File: src/shared/psc_pkg.sv
package psc_pkg;

  // register byte addresses
  localparam logic [31:0] UNLOCK_KEY_ADDR = 32'h02AC0004;
  localparam logic [31:0] PERIPHERAL_STATE_CONFIG0_ADDR = 32'h02AC0008;
  localparam logic [31:0] PERIPHERAL_STATUS0_ADDR = 32'h02AC0014;
  localparam logic [31:0] PERIPHERAL_STATUS1_ADDR = 32'h02AC0018;
  localparam logic [31:0] ETHERNET_CONFIG_ADDR = 32'h02AC0020;
  localparam logic [31:0] MEMORY_IF_ENABLE_CONFIG_ADDR = 32'h02AC002C;
  localparam logic [31:0] DEBUG_BUFFER_POWERDOWN_ADDR = 32'h02AC0054;

  // reset values
  localparam logic [31:0] UNLOCK_KEY_RESET = 32'hF0F0F0F0;
  localparam logic [31:0] CONFIG0_RESET = 32'h00000000;
  localparam logic [31:0] CONFIG1_RESET = 32'h00000000;
  localparam logic [31:0] ETHERNET_CONFIG_RESET = 32'h00000000;
  localparam logic [31:0] DEBUG_BUFFER_RESET = 32'h00000000;

  // lock key and open window
  localparam logic [31:0] UNLOCK_KEY_VALUE = 32'h0F0A0B00;
  localparam logic [4:0] UNLOCK_WINDOW_CYCLES = 5'h10;

  // peripheral indices
  localparam int NUM_PERIPH = 11;
  localparam int NUM_CFG0 = 9;
  localparam int P_PCI = 0;
  localparam int P_HOST_PORT = 1;
  localparam int P_SERIAL1 = 2;
  localparam int P_ETHERNET = 8;
  localparam int P_EXT_MEMORY = 9;
  localparam int P_DDR = 10;

  // bit of peripheral_state_config0 for peripheral index 0..8
  localparam int CFG0_BIT [NUM_CFG0] = '{20, 18, 16, 14, 12, 10, 8, 6, 4};
  localparam logic [31:0] CONFIG0_WRITE_MASK = 32'h00155550;

  // memory_if_enable_config fields
  localparam int EXT_MEMORY_ENABLE_BIT = 0;
  localparam int DDR_ENABLE_BIT = 1;

  // boot mode codes that auto-enable a peripheral
  localparam logic [3:0] BOOT_HOST_PORT = 4'h1;
  localparam logic [3:0] BOOT_EXT_MEMORY = 4'h4;
  localparam logic [3:0] BOOT_PCI = 4'h7;

  // peripheral_status0: 2-bit state per peripheral from bit 0
  localparam int STATUS_STATE_WIDTH = 2;
  // peripheral_status1 field positions
  localparam int STAT1_MAC_SEL_LSB = 0;
  localparam int STAT1_EEPROM_BIT = 2;
  localparam int STAT1_PCI_PIN_BIT = 3;
  localparam int STAT1_BOOT_LSB = 4;

  typedef enum logic [1:0] {
    PSC_POWERDOWN,
    PSC_DISABLED,
    PSC_ENABLING,
    PSC_ENABLED
  } psc_state_type;

endpackage : psc_pkg

File: src/design/psc_state_control.sv
// Summary of operation
// - latch eeprom autoinit select at reset, request load only when pci pin enabled
// - latch two-bit ethernet interface select at reset
// - pin-disabled peripherals: static powerdown, reset, clock off
// - other peripherals start disabled after reset
// - enabled: clock runs, reset released
// - disabled to enabled passes enable-in-progress state
// - boot peripherals enabled automatically after reset
// - key opens one write within 16 cycles
// - memory-interface enable register written without key
// - only cpu or emulator reach the bank
// - config0 drives peripheral state, resets to zero
// - config0 enable bit: 0 disabled, 1 enabled
// - static powerdown persists until next reset
// - memory and ddr enable bits are sticky
module psc_state_control (
  // clock and control
  input wire logic clk,
  input wire logic srst,
  input wire logic ce,
  // configuration pins, asynchronous
  input wire logic pci_eeprom_autoinit_select,
  input wire logic [1:0] ethernet_interface_select,
  input wire logic pci_pin_enable,
  input wire logic serial_port1_pin_enable,
  input wire logic ethernet_pin_enable,
  input wire logic ext_memory_pin_enable,
  input wire logic ddr_pin_enable,
  input wire logic [3:0] boot_mode,
  // register port
  input wire logic reg_req,
  input wire logic reg_write,
  input wire logic [31:0] reg_addr,
  input wire logic [31:0] reg_wdata,
  input wire logic reg_master_ok,
  output logic [31:0] reg_rdata,
  output logic reg_ack,
  // peripheral controls
  output logic [psc_pkg::NUM_PERIPH-1:0] periph_clock_enable,
  output logic [psc_pkg::NUM_PERIPH-1:0] periph_reset_hold,
  output logic [1:0] ethernet_interface_mode,
  output logic pci_eeprom_load
);
  import psc_pkg::*;

  typedef struct packed {
    logic [11:0] pin_s1;
    logic [11:0] pin_s2;
    logic straps_done;
    logic [1:0] mac_sel;
    logic eeprom_sel;
    logic eeprom_load;
    logic pci_pin;
    logic [3:0] boot;
    logic [31:0] unlock_key;
    logic [31:0] config0;
    logic [31:0] config1;
    logic [31:0] ethernet_config;
    logic [31:0] debug_buffer;
    logic [4:0] window;
    psc_state_type [NUM_PERIPH-1:0] st;
    logic [NUM_PERIPH-1:0] clk_en;
    logic [NUM_PERIPH-1:0] rst_hold;
    logic [31:0] rdata;
    logic ack;
  } psc_regs_type;

  psc_regs_type r_q;
  psc_regs_type r_d;

  logic [11:0] pins;
  assign pins = {ethernet_interface_select, boot_mode,
                 ddr_pin_enable, ext_memory_pin_enable, ethernet_pin_enable,
                 serial_port1_pin_enable, pci_pin_enable, pci_eeprom_autoinit_select};

  always_comb begin
    logic acc;
    logic wr;
    logic [NUM_PERIPH-1:0] want;
    logic [31:0] stat0;
    acc = 1'b0;
    wr = 1'b0;
    want = '0;
    stat0 = '0;
    r_d = r_q;
    // pins cross into the clock domain before anyone reads them
    r_d.pin_s1 = pins;
    r_d.pin_s2 = r_q.pin_s1;
    acc = reg_req & reg_master_ok;
    wr = acc & reg_write;
    r_d.ack = reg_req;
    r_d.rdata = '0;
    if (r_q.window != 5'h00) begin
      r_d.window = r_q.window - 5'h01;
    end

    for (int i = 0; i < NUM_CFG0; i++) begin
      want[i] = r_q.config0[CFG0_BIT[i]];
    end
    want[P_EXT_MEMORY] = r_q.config1[EXT_MEMORY_ENABLE_BIT];
    want[P_DDR] = r_q.config1[DDR_ENABLE_BIT];

    if (!r_q.straps_done) begin
      // first cycle after reset release: capture configuration once
      r_d.straps_done = 1'b1;
      r_d.eeprom_sel = r_q.pin_s2[0];
      r_d.eeprom_load = r_q.pin_s2[0] & r_q.pin_s2[1];
      r_d.pci_pin = r_q.pin_s2[1];
      r_d.mac_sel = r_q.pin_s2[11:10];
      r_d.boot = r_q.pin_s2[9:6];
      for (int i = 0; i < NUM_PERIPH; i++) begin
        r_d.st[i] = PSC_DISABLED;
      end
      if (!r_q.pin_s2[1]) begin
        r_d.st[P_PCI] = PSC_POWERDOWN;
      end else begin
        r_d.st[P_HOST_PORT] = PSC_POWERDOWN;
      end
      if (!r_q.pin_s2[2]) begin
        r_d.st[P_SERIAL1] = PSC_POWERDOWN;
      end
      if (!r_q.pin_s2[3]) begin
        r_d.st[P_ETHERNET] = PSC_POWERDOWN;
      end
      if (!r_q.pin_s2[4]) begin
        r_d.st[P_EXT_MEMORY] = PSC_POWERDOWN;
      end
      if (!r_q.pin_s2[5]) begin
        r_d.st[P_DDR] = PSC_POWERDOWN;
      end
      // boot peripherals come up enabled with no software write
      if (r_q.pin_s2[9:6] == BOOT_PCI) begin
        r_d.config0[CFG0_BIT[P_PCI]] = 1'b1;
      end
      if (r_q.pin_s2[9:6] == BOOT_HOST_PORT) begin
        r_d.config0[CFG0_BIT[P_HOST_PORT]] = 1'b1;
      end
      if (r_q.pin_s2[9:6] == BOOT_EXT_MEMORY) begin
        r_d.config1[EXT_MEMORY_ENABLE_BIT] = 1'b1;
      end
    end else begin
      // per-peripheral state walk
      for (int i = 0; i < NUM_PERIPH; i++) begin
        unique case (r_q.st[i])
          PSC_POWERDOWN: r_d.st[i] = PSC_POWERDOWN;
          PSC_DISABLED: begin
            // powerdown is held in the state itself, so live pins are not consulted here
            if (want[i]) begin
              r_d.st[i] = PSC_ENABLING;
            end
          end
          PSC_ENABLING: r_d.st[i] = want[i] ? PSC_ENABLED : PSC_DISABLED;
          PSC_ENABLED: begin
            if (!want[i]) begin
              r_d.st[i] = PSC_DISABLED;
            end
          end
        endcase
      end
    end

    // clock runs from enable-in-progress on, reset lifts only when enabled
    for (int i = 0; i < NUM_PERIPH; i++) begin
      r_d.clk_en[i] = r_d.st[i] == PSC_ENABLING || r_d.st[i] == PSC_ENABLED;
      r_d.rst_hold[i] = r_d.st[i] != PSC_ENABLED;
      stat0[2*i +: STATUS_STATE_WIDTH] = r_q.st[i];
    end

    if (wr) begin
      unique case (reg_addr)
        UNLOCK_KEY_ADDR: begin
          r_d.unlock_key = reg_wdata;
          // any other value closes a window that was open
          r_d.window = reg_wdata == UNLOCK_KEY_VALUE ? UNLOCK_WINDOW_CYCLES : 5'h00;
        end
        PERIPHERAL_STATE_CONFIG0_ADDR: begin
          if (r_q.window != 5'h00) begin
            r_d.config0 = reg_wdata & CONFIG0_WRITE_MASK;
            r_d.window = 5'h00;
          end
        end
        MEMORY_IF_ENABLE_CONFIG_ADDR: begin
          // enables only ever set; a zero never clears them
          r_d.config1[EXT_MEMORY_ENABLE_BIT] = r_q.config1[EXT_MEMORY_ENABLE_BIT]
            | reg_wdata[EXT_MEMORY_ENABLE_BIT];
          r_d.config1[DDR_ENABLE_BIT] = r_q.config1[DDR_ENABLE_BIT] | reg_wdata[DDR_ENABLE_BIT];
        end
        ETHERNET_CONFIG_ADDR: r_d.ethernet_config = reg_wdata;
        DEBUG_BUFFER_POWERDOWN_ADDR: r_d.debug_buffer = reg_wdata;
        default: ;
      endcase
    end else if (acc) begin
      unique case (reg_addr)
        UNLOCK_KEY_ADDR: r_d.rdata = r_q.unlock_key;
        PERIPHERAL_STATE_CONFIG0_ADDR: r_d.rdata = r_q.config0;
        PERIPHERAL_STATUS0_ADDR: r_d.rdata = stat0;
        PERIPHERAL_STATUS1_ADDR: begin
          r_d.rdata[STAT1_MAC_SEL_LSB +: 2] = r_q.mac_sel;
          r_d.rdata[STAT1_EEPROM_BIT] = r_q.eeprom_sel;
          r_d.rdata[STAT1_PCI_PIN_BIT] = r_q.pci_pin;
          r_d.rdata[STAT1_BOOT_LSB +: 4] = r_q.boot;
        end
        ETHERNET_CONFIG_ADDR: r_d.rdata = r_q.ethernet_config;
        MEMORY_IF_ENABLE_CONFIG_ADDR: r_d.rdata = r_q.config1;
        DEBUG_BUFFER_POWERDOWN_ADDR: r_d.rdata = r_q.debug_buffer;
        default: r_d.rdata = '0;
      endcase
    end
  end

  always_ff @(posedge clk) begin
    if (srst) begin
      r_q <= '0;
      r_q.unlock_key <= UNLOCK_KEY_RESET;
      r_q.config0 <= CONFIG0_RESET;
      r_q.config1 <= CONFIG1_RESET;
      r_q.ethernet_config <= ETHERNET_CONFIG_RESET;
      r_q.debug_buffer <= DEBUG_BUFFER_RESET;
      r_q.st <= '{default: PSC_DISABLED};
      r_q.rst_hold <= '1;
      // synchronisers keep running in reset so the straps are valid at the first edge after it
      r_q.pin_s1 <= pins;
      r_q.pin_s2 <= r_q.pin_s1;
    end else if (ce) begin
      r_q <= r_d;
    end
  end

  assign reg_rdata = r_q.rdata;
  assign reg_ack = r_q.ack;
  assign periph_clock_enable = r_q.clk_en;
  assign periph_reset_hold = r_q.rst_hold;
  assign ethernet_interface_mode = r_q.mac_sel;
  assign pci_eeprom_load = r_q.eeprom_load;

endmodule : psc_state_control

File: config.mk
export PLATFORM = sky130hd
export DESIGN_NAME = psc_state_control
export DESIGN_NICKNAME = d
export VERILOG_FILES = /design/src/shared/psc_pkg.sv /design/src/design/psc_state_control.sv
export SDC_FILE = /design/constraint.sdc
export NUM_CORES = 1
export LEC_CHECK = 0
export BUFFER_PORTS_ARGS = -buffer_cell sky130_fd_sc_hd__buf_4
export CAP_MARGIN = 25
export CORE_MARGIN = 4
export CORE_UTILIZATION = 30
export DETAILED_ROUTE_END_ITERATION = 10
export PLACE_DENSITY = 0.57
export SYNTH_ARGS = -nofsm -noshare
export SYNTH_HDL_FRONTEND = slang
export SYNTH_SLANG_ARGS = --single-unit
File: constraint.sdc
create_clock -name clk -period 4.1 [get_ports clk]
set_input_delay 0.82 -clock clk [delete_from_list [all_inputs] [get_ports clk]]
set_output_delay 0.82 -clock clk [all_outputs]
set_load 0.02 [all_outputs]
==> results.md, run 1 <==
* Run status: finished clean
* CP startpoint: reg_addr[4]
* Latest clock arrival within the worst-skew pair at 0.50 ns
* Cell taking the most area after synthesis: dfxtp_1
* CTS tree: done
* Via Count at 7762
* Drt drc at 0
* Nets@finish at 1214
* Synth Instances at 1072
* Int Pwr at 3640 uW
* Placed Area at 10400 sq um
* Placeable core area at 30800 sq um
* Fin cells at 1541
* Post-synth EDFFs at 24
* Clk buf depth at 3
* Initial Util at 30.7%
* DPL Wire Length at 20500 microns
* Met3 wire length at 1550 microns
* Fin util at 36.4%
* GRT overflow at 0
* Final setup viols at 0
* Final Hold Fails at 0
* Sw power at 1150 uW
* Fin crit share at 63.3%
* Sw Share at 24.1%
* H-tree depth at 1
* # resized after CTS at 0
* Synth Cell Area at 9460 sq um
* I/O pins at 140
* Pwr dens at 427 nW/um^2
* Share of layout cells above drive strength 1 at 19.5%
* Main flop type after synthesis: dfxtp_1
* Critical Path RT at 4.53 ns
* Depth of the worst register-to-register path at 7
* Crit Path Class: in -> reg
* Reg2reg setup slack at 1.77 ns
* Gpl congestion at 0.840
* Top layer in use: met4
* Leak at 0.00401 uW
* Chip width at 186 microns
* Sequential group share of total power at 46.8%
* Synth unique cells at 62
* Ant diodes at 0
* Final slew viol count at 0
* Metal-1 WL at 13000 microns
* Area Overhead vs Synth at 18.5%
* Reg2reg start: r_q[77]
* Synth Register Bits at 213
* CTS Buf Count at 25
* Most common cell after layout, fill and taps aside: nand2_1
* Hold_buf cts at 0
* Critical path launch point type: input port
* Global-route wire length before repair at 43600 microns
* Antenna viol nets, final at 0
* Share of total power in combinational logic at 9.0%
* Top-area cell type share of the netlist area at 40.0%
* Worst vdd ir at 0.000299 V
* Syn_area_per_cell at 8.82 sq um
* Row Count at 64
* Placed cells at 1498
* Clk sinks at 213
* Worst-path clk slew at 0.06 ns
* Setup TNS at 0 ns
* Post-synthesis sequential area ratio at 47.6%
* Net Count, Synth at 1157
* Final wirelength at 28400 microns
* Initial antenna violation count at 0
* Vias per inst at 5.04
* Warnings from Yosys at 0
* Top cells by area, synth: dfxtp_1, nand2_1, edfxtp_1
* Worst Hold Class: reg -> reg
* Worst setup EP type: register
* Routed wl met2 at 13500 microns
* TritonRoute pass-1 iters at 5
* Vias in the first global route at 7296
* Max frequency at 0.385 GHz
* Finished Cell Area at 11200 sq um
* Max cap viols at 0
* Die Y at 186 microns
* R2R Path End: r_q[184]
* Arrival time worst endpoint at 3.03 ns
* Clk root buf: clkbuf_16
* Setup Buffers After CTS at 0
* End of the critical path: reg_rdata[25]
* Largest net degree at the start of global routing at 84
* Final setup skew at 0.00723 ns
* Clock share of power at 44.2%
* Most frequent cells in the layout: nand2_1, dfxtp_1, buf_4
* Slew Limit Headroom at 38.4%
* Ys async rst share at 0%
* Number of port buffers at 139
* Unrepaired setup endpoints after global routing: false
* Maximum fanout along the worst path at 17
* Fin crit period at 2.59 ns
* Global-route total usage across every layer at 16.0%
* Worst slew pin tran at 0.924 ns
* Initial DRC count at 631
* Die Footprint at 34400 sq um
* Wire length per cell at 18.5 microns
[critical path: stages]
cell	delay (ns)
buf_4	0.17
or4b_1	0.65
nor3_4	0.15
buf_4	0.25
and3_1	0.61
a22oi_1	0.21
o21ai_0	0.16
[cell type report]
class                   instances  area, sq um
inverters                       7         26.3
clock buffers                  38          724
multi-input cells             724         4220
repair buffers                158         1190
clock inverters                 5         55.1
fillers                      3124        19600
well taps                     396          495
flip-flops and latches        213         4500
[state kept, by name, summed over array words and instances, names as in the netlist]
name,count
r_q,153
reg_rdata,32
r_d,12
periph_reset_hold,11
ethernet_interface_mode,2
pci_eeprom_load,1
periph_clock_enable,1
reg_ack,1
[logic make-up after synthesis]
family | count (synthesis) | share of synthesized area [%]
xor gates and xnor gates | 1 | 0.0926
DFF | 213 | 47.6
and+or+nand+nor | 409 | 20.7
buffers and inverters | 135 | 7.97
muxes | 54 | 5.87
adders and majority gates | 3 | 0.397
AOI/OAI and AO/OA | 257 | 17.4
[power groups by stage]
stage,Clock (uW),Combinational (uW),Sequential [uW]
floorplan,0,271,2260
global placement,0,421,2280
detailed placement,0,427,2290
CTS,2150,429,2240
global route,2250,478,2250
finish,2120,430,2240
[layer usage]
metal	track usage (%)	vias up
li1	-	3848
met1	22.7	3667
met3	2.72	28
met4	2.68	0
met5	0	-
met2	26.0	219
[metrics by stage]
stage          setup WS [ns]  total power [uW]  hold WS (ns)
2_1_floorplan           1.60              2530         0.426
3_3_place_gp            1.03              2710         0.441
3_5_place_dp            1.02              2710         0.445
4_1_cts                 1.54              4820         0.454
5_1_grt                 1.31              4980         0.463
6_report                1.51              4790         0.454
[how the worst min path moves through the flow]
stage	from	end	slack [ns]	cells past startpoint
floorplan	reg_rdata[10]	reg_rdata[10]	0.43	2
global placement	r_q[89]	r_q[89]	0.44	2
detailed placement	r_q[99]	r_q[99]	0.44	2
CTS	r_q[90]	r_q[90]	0.45	2
global route	reg_rdata[9]	reg_rdata[9]	0.46	2
finish	r_q[123]	r_q[123]	0.45	2
[synthesized netlist by cell type, types with 12 or more instances]
master,number
a211oi_1,13
a21oi_1,95
a22oi_1,43
and2_1,26
buf_2,23
buf_4,56
clkbuf_1,44
dfxtp_1,189
edfxtp_1,24
mux2_2,12
mux2i_1,42
nand2_1,250
nor2_1,53
o21ai_0,30
o22ai_1,12
No activity file was read; power rests on OpenSTA's default activity.
==> run 2: changes to the inputs <==
--- a/config.mk
+++ b/config.mk
@@ -10,7 +10,7 @@
 export CORE_MARGIN = 4
 export CORE_UTILIZATION = 30
 export DETAILED_ROUTE_END_ITERATION = 10
-export PLACE_DENSITY = 0.57
+export PLACE_DENSITY = 0.59
 export SYNTH_ARGS = -nofsm -noshare
 export SYNTH_HDL_FRONTEND = slang
 export SYNTH_SLANG_ARGS = --single-unit
==> constraint.sdc (replaced) <==
create_clock -name clk -period 2.1 [get_ports clk]
set_input_delay 0.42 -clock clk [delete_from_list [all_inputs] [get_ports clk]]
set_output_delay 0.42 -clock clk [all_outputs]
set_load 0.02 [all_outputs]
==> run 2 against run 1 <==
Net effect:
- clock power up 110%
- via count up 2.4%
- cell count up 2.8%
- first-iteration DRC count down 2.9%
- sequential power up 95%
- die area unchanged
- sequential share of layout area down 1.8 points
- core utilization up 1.7 points
- largest cell class unchanged
- count of clock-buffer cells in the layout down 9
==> results.md, run 2 (same netlist as run 1, synthesis figures left out) <==
* DPL Wire Length at 20600 microns
* Nets@finish at 1254
* Chip width at 186 microns
* Reg2reg setup slack at 0.17 ns
* Max frequency at 0.517 GHz
* Pwr dens at 833 nW/um^2
* CTS tree: done
* Met3 wire length at 1750 microns
* Reg2reg start: r_q[77]
* Die Y at 186 microns
* Latest clock arrival within the worst-skew pair at 0.53 ns
* Slew Limit Headroom at 29.9%
* Run status: finished clean
* Final setup viols at 0
* Share of total power in combinational logic at 9.3%
* Fin util at 38.1%
* Final slew viol count at 0
* GRT overflow at 0
* Global-route total usage across every layer at 16.0%
* I/O pins at 140
* Sw power at 2400 uW
* Max cap viols at 0
* Clk buf depth at 3
* TritonRoute pass-1 iters at 7
* Fin crit share at 92.1%
* Setup TNS at 0 ns
* Gpl congestion at 0.855
* Leak at 0.00431 uW
* Most frequent cells in the layout: nand2_1, dfxtp_1, buf_4
* Unrepaired setup endpoints after global routing: false
* Die Footprint at 34400 sq um
* Worst slew pin tran at 1.05 ns
* Max reg flops at 153
* Wire length per cell at 18.2 microns
* Placeable core area at 30800 sq um
* Clock share of power at 45.9%
* Top layer in use: met4
* Fillers at 3109
* Final wirelength at 28800 microns
* Final setup skew at 0.0197 ns
* Worst Hold Class: in -> reg
* Int Pwr at 7370 uW
* Sw Share at 24.6%
* Depth of the worst register-to-register path at 7
* Clk sinks at 213
* Crit Path Class: reg -> reg
* Worst vdd ir at 0.000576 V
* CTS Buf Count at 25
* Initial Util at 30.7%
* Via Count at 7948
* Number of port buffers at 139
* Hold-critical path depth at 3
* Maximum fanout along the worst path at 4
* Worst-path clk slew at 0.06 ns
* Worst Hold Endpoint: r_q[225]
* Clk root buf: clkbuf_16
* Initial DRC count at 613
* Hold_sp: reg_wdata[15]
* H-tree depth at 1
* Row Count at 64
* Vias per inst at 5.02
* Critical path launch point type: register
* Vias in the first global route at 7590
* Most common cell after layout, fill and taps aside: nand2_1
* Critical Path RT at 2.55 ns
* Arrival time worst endpoint at 2.39 ns
* Top register by number of flip-flops: r_q
* Metal-1 WL at 12900 microns
* R2R Path End: r_q[77]
* Fin crit period at 1.93 ns
* Ant diodes at 0
* Setup Buffers After CTS at 0
* Largest net degree at the start of global routing at 84
* Share of layout cells above drive strength 1 at 23.1%
* Area Overhead vs Synth at 24.0%
* Drt drc at 0
* Initial antenna violation count at 0
* Global-route wire length before repair at 43800 microns
* Final Hold Fails at 0
* Worst setup EP type: register
* Routed wl met2 at 13700 microns
* Sequential group share of total power at 44.7%
* Antenna viol nets, final at 0
run 2: changes by cell type in the layout (fill, tap and decap cells not counted):
cell / delta
or4b_4: +1
inv_6: +2
inv_8: +1
or4b_2: -1
clkbuf_8: -1
buf_6: +1
clkbuf_1: -8
buf_4: +28
inv_4: -1
clkinv_2: +8
bufinv_16: +2
buf_12: +11
run 2: per-layer routing:
layer  vias up  track usage (%)
met5         -                0
met4         0             3.58
met3        38             3.15
met2       239             26.3
met1      3754             22.0
li1       3917                -
run 2: final cells by class:
class	count	area [sq um]	area share, %
Sequential cell	213	4500	38.4
Inverter	7	26.3	0.224
Clock inverter	17	178	1.51
Multi-Input combinational cell	724	4220	36.0
Tap cell	396	495	4.22
Timing Repair Buffer	198	1630	13.9
Clock buffer	29	681	5.80
run 2: power groups by stage:
| stage | clock network (uW) | logic, uW | registers, uW |
|---|---|---|---|
| after floorplan | 0 | 529 | 4410 |
| after global placement | 0 | 876 | 4460 |
| after detailed placement | 0 | 891 | 4460 |
| after CTS | 4580 | 911 | 4370 |
| after global routing | 4760 | 1010 | 4380 |
| final | 4490 | 911 | 4370 |
run 2: repair_timing:
action	4_1_cts	5_1_grt
endpoints found under the setup margin	4	0
gates resized for setup	2	0
hold buffers	0	0
run 2: how the worst max path moves through the flow:
| stage | startpoint | endpoint | slack, ns | cells past startpoint |
|---|---|---|---|---|
| floorplan | srst | r_d[252] | 0.004 | 4 |
| global placement | reg_addr[2] | r_q[79] | -0.20 | 7 |
| detailed placement | reg_addr[2] | r_q[79] | -0.18 | 7 |
| CTS | r_q[77] | r_q[196] | 0.16 | 8 |
| global route | r_q[77] | r_q[196] | 0.04 | 8 |
| finish | r_q[77] | r_q[77] | 0.17 | 7 |
run 2: through the flow:
| step | cell area (sq um) | worst slack (ns) | total power (uW) | std cells | hold WS (ns) |
|---|---|---|---|---|---|
| floorplan | 9460 | 0.00360 | 4940 | 1072 | 0.426 |
| global placement | 10900 | -0.204 | 5330 | 1538 | 0.438 |
| detailed placement | 10900 | -0.176 | 5350 | 1538 | 0.444 |
| CTS | 11700 | 0.157 | 9860 | 1584 | 0.132 |
| global route | 11700 | 0.0361 | 10100 | 1584 | 0.155 |
| finish | 11700 | 0.166 | 9770 | 1584 | 0.153 |
run 2: critical path, cell delays in order (launching register included):
cell	delay [ns]
dfxtp_1	0.33
inv_1	0.11
ha_1	0.17
or4b_4	0.50
inv_1	0.09
ha_1	0.22
or3_1	0.36
o211ai_1	0.09
==> run 3: changes to the inputs <==
--- a/config.mk
+++ b/config.mk
@@ -7,7 +7,6 @@
 export LEC_CHECK = 0
 export BUFFER_PORTS_ARGS = -buffer_cell sky130_fd_sc_hd__buf_4
 export CAP_MARGIN = 25
-export CORE_MARGIN = 4
 export CORE_UTILIZATION = 30
 export DETAILED_ROUTE_END_ITERATION = 10
 export PLACE_DENSITY = 0.59
==> run 3 against run 2 <==
Net effect:
- the flow now finishes with violations (DRC)
- global-route usage rose by 1.4 points
- hold slack got worse by 0.0028 ns
- cell area fell by 0.18%
- total power fell by 1.8%
- fmax rose by 3.0%
- non-clock buffer count rose by 1
- critical endpoint unchanged
- largest cell class unchanged
==> results.md, run 3 (same netlist as run 1, synthesis figures left out) <==
* Initial Util at 30.7%
* Setup TNS at 0 ns
* Nets@finish at 1255
* Final setup skew at 0.0158 ns
* Latest clock arrival within the worst-skew pair at 0.52 ns
* Clk buf depth at 3
* Clk sinks at 213
* Hold_buf cts at 0
* GRT overflow at 0
* Pwr dens at 819 nW/um^2
* Global-route wire length before repair at 44700 microns
* Fin crit period at 1.88 ns
* Max cap viols at 0
* Clk root buf: clkbuf_16
* Clock share of power at 44.5%
* CTS tree: done
* Antenna viol nets, final at 0
* H-tree depth at 1
* Max reg flops at 153
* Final Hold Fails at 0
* Die Y at 180 microns
* Ant diodes at 0
* Slew Limit Headroom at 60.1%
* Fin crit share at 89.4%
* Fin cells at 1585
* Run status: finished, violations left
* Arrival time worst endpoint at 2.32 ns
* Initial antenna violation count at 0
* Placeable core area at 30800 sq um
* Critical path launch point type: register
* Sw Share at 24.5%
* Gpl congestion at 0.853
* Max frequency at 0.533 GHz
* Final slew viol count at 0
* DPL Wire Length at 20300 microns
* Placed cells at 1539
* # resized after CTS at 0
* Crit Path Class: reg -> reg
* Unrepaired setup endpoints after global routing: false
* Int Pwr at 7250 uW
* Setup Buffers After CTS at 0
* Leak at 0.00427 uW
* TritonRoute pass-1 iters at 10
* Failing checks: DRC
* Drt drc at 6
* Worst Hold Class: in -> reg
* Worst slew pin tran at 0.593 ns
* CTS Buf Count at 25
* Global-route total usage across every layer at 17.4%
* Chip width at 180 microns
* Number of port buffers at 139
* Sw power at 2350 uW
* Maximum fanout along the worst path at 3
* Initial DRC count at 606
* Worst vdd ir at 0.000508 V
* Final wirelength at 28600 microns
* Share of layout cells above drive strength 1 at 22.4%
* I/O pins at 140
* Worst setup EP type: register
* Share of total power in combinational logic at 9.9%
* Worst-path clk slew at 0.06 ns
* Vias in the first global route at 7711
* Via Count at 8006
* Row Count at 64
* Final setup viols at 0
* Wire length per cell at 18.0 microns
* Most frequent cells in the layout: nand2_1, dfxtp_1, buf_4
* Largest net degree at the start of global routing at 79
* WHS at 0.150 ns
* Area Overhead vs Synth at 23.8%
* Die Footprint at 32200 sq um
* Critical Path RT at 2.55 ns
* Top register by number of flip-flops: r_q
* Most common cell after layout, fill and taps aside: nand2_1
* Vias per inst at 5.05
* Sequential group share of total power at 45.5%
run 3: cell count changes in the layout (fill, tap and decap cells not counted):
cell and change:
clkbuf_8 -1, buf_6 -1, buf_12 +2, inv_4 -1, inv_8 -1, clkinv_1 +3, bufinv_16 -1, clkinvlp_4 +1
clkinv_2 -6, clkbuf_1 +6, clkinv_4 +1, inv_6 -1
run 3: cell type report:
class | instances | area [sq um]
Timing Repair Buffer | 199 | 1660
Clock buffer | 34 | 689
Multi-Input combinational cell | 724 | 4220
Tap cell | 396 | 495
Inverter | 7 | 26.3
Sequential cell | 213 | 4500
Fill cell | 3104 | 19100
Clock inverter | 12 | 119
run 3: through the flow:
stage          total power [uW]  setup slack [ns]  cell area (sq um)  utilization [%]
6_report                   9600             0.222              11700             38.0
3_3_place_gp               5370            -0.124              10900             35.3
4_1_cts                    9660            0.0572              11700             38.0
3_5_place_dp               5390            -0.133              10900             35.3
5_1_grt                    9950             0.106              11700             38.0
2_1_floorplan              4940           0.00360               9460                -
run 3: power by group through the flow:
stage                     Combinational (uW)  Clock [uW]  Sequential, uW
after floorplan                          529           0            4410
after global placement                   918           0            4450
after detailed placement                 933           0            4450
after CTS                                935        4360            4370
after global routing                    1040        4530            4380
final                                    953        4270            4370
run 3: worst max-delay path, cell delays in order (launching register included):
cell and delay, ns:
dfxtp_1 0.33, inv_1 0.08, ha_1 0.15, or4b_4 0.48, inv_1 0.09, ha_1 0.22, or3_1 0.36, o211ai_1 0.09
run 3: per-layer routing:
| metal | vias to the layer above | track usage (%) | share of wire, % |
|---|---|---|---|
| met1 | 3825 | 23.2 | 45 |
| li1 | 3918 | - | - |
| met5 | - | 0 | 0 |
| met3 | 39 | 2.86 | 5.4 |
| met4 | 0 | 4.17 | 2.0 |
| met2 | 224 | 29.2 | 47 |
run 3: final timing paths:
check,startpoint,to,slack [ns],cells past startpoint
max reg2reg,r_q[77],r_q[77],0.22,7
min reg2reg,reg_rdata[9],reg_rdata[9],0.45,2
max,r_q[77],r_q[77],0.22,7
min,reg_wdata[30],r_q[240],0.15,3
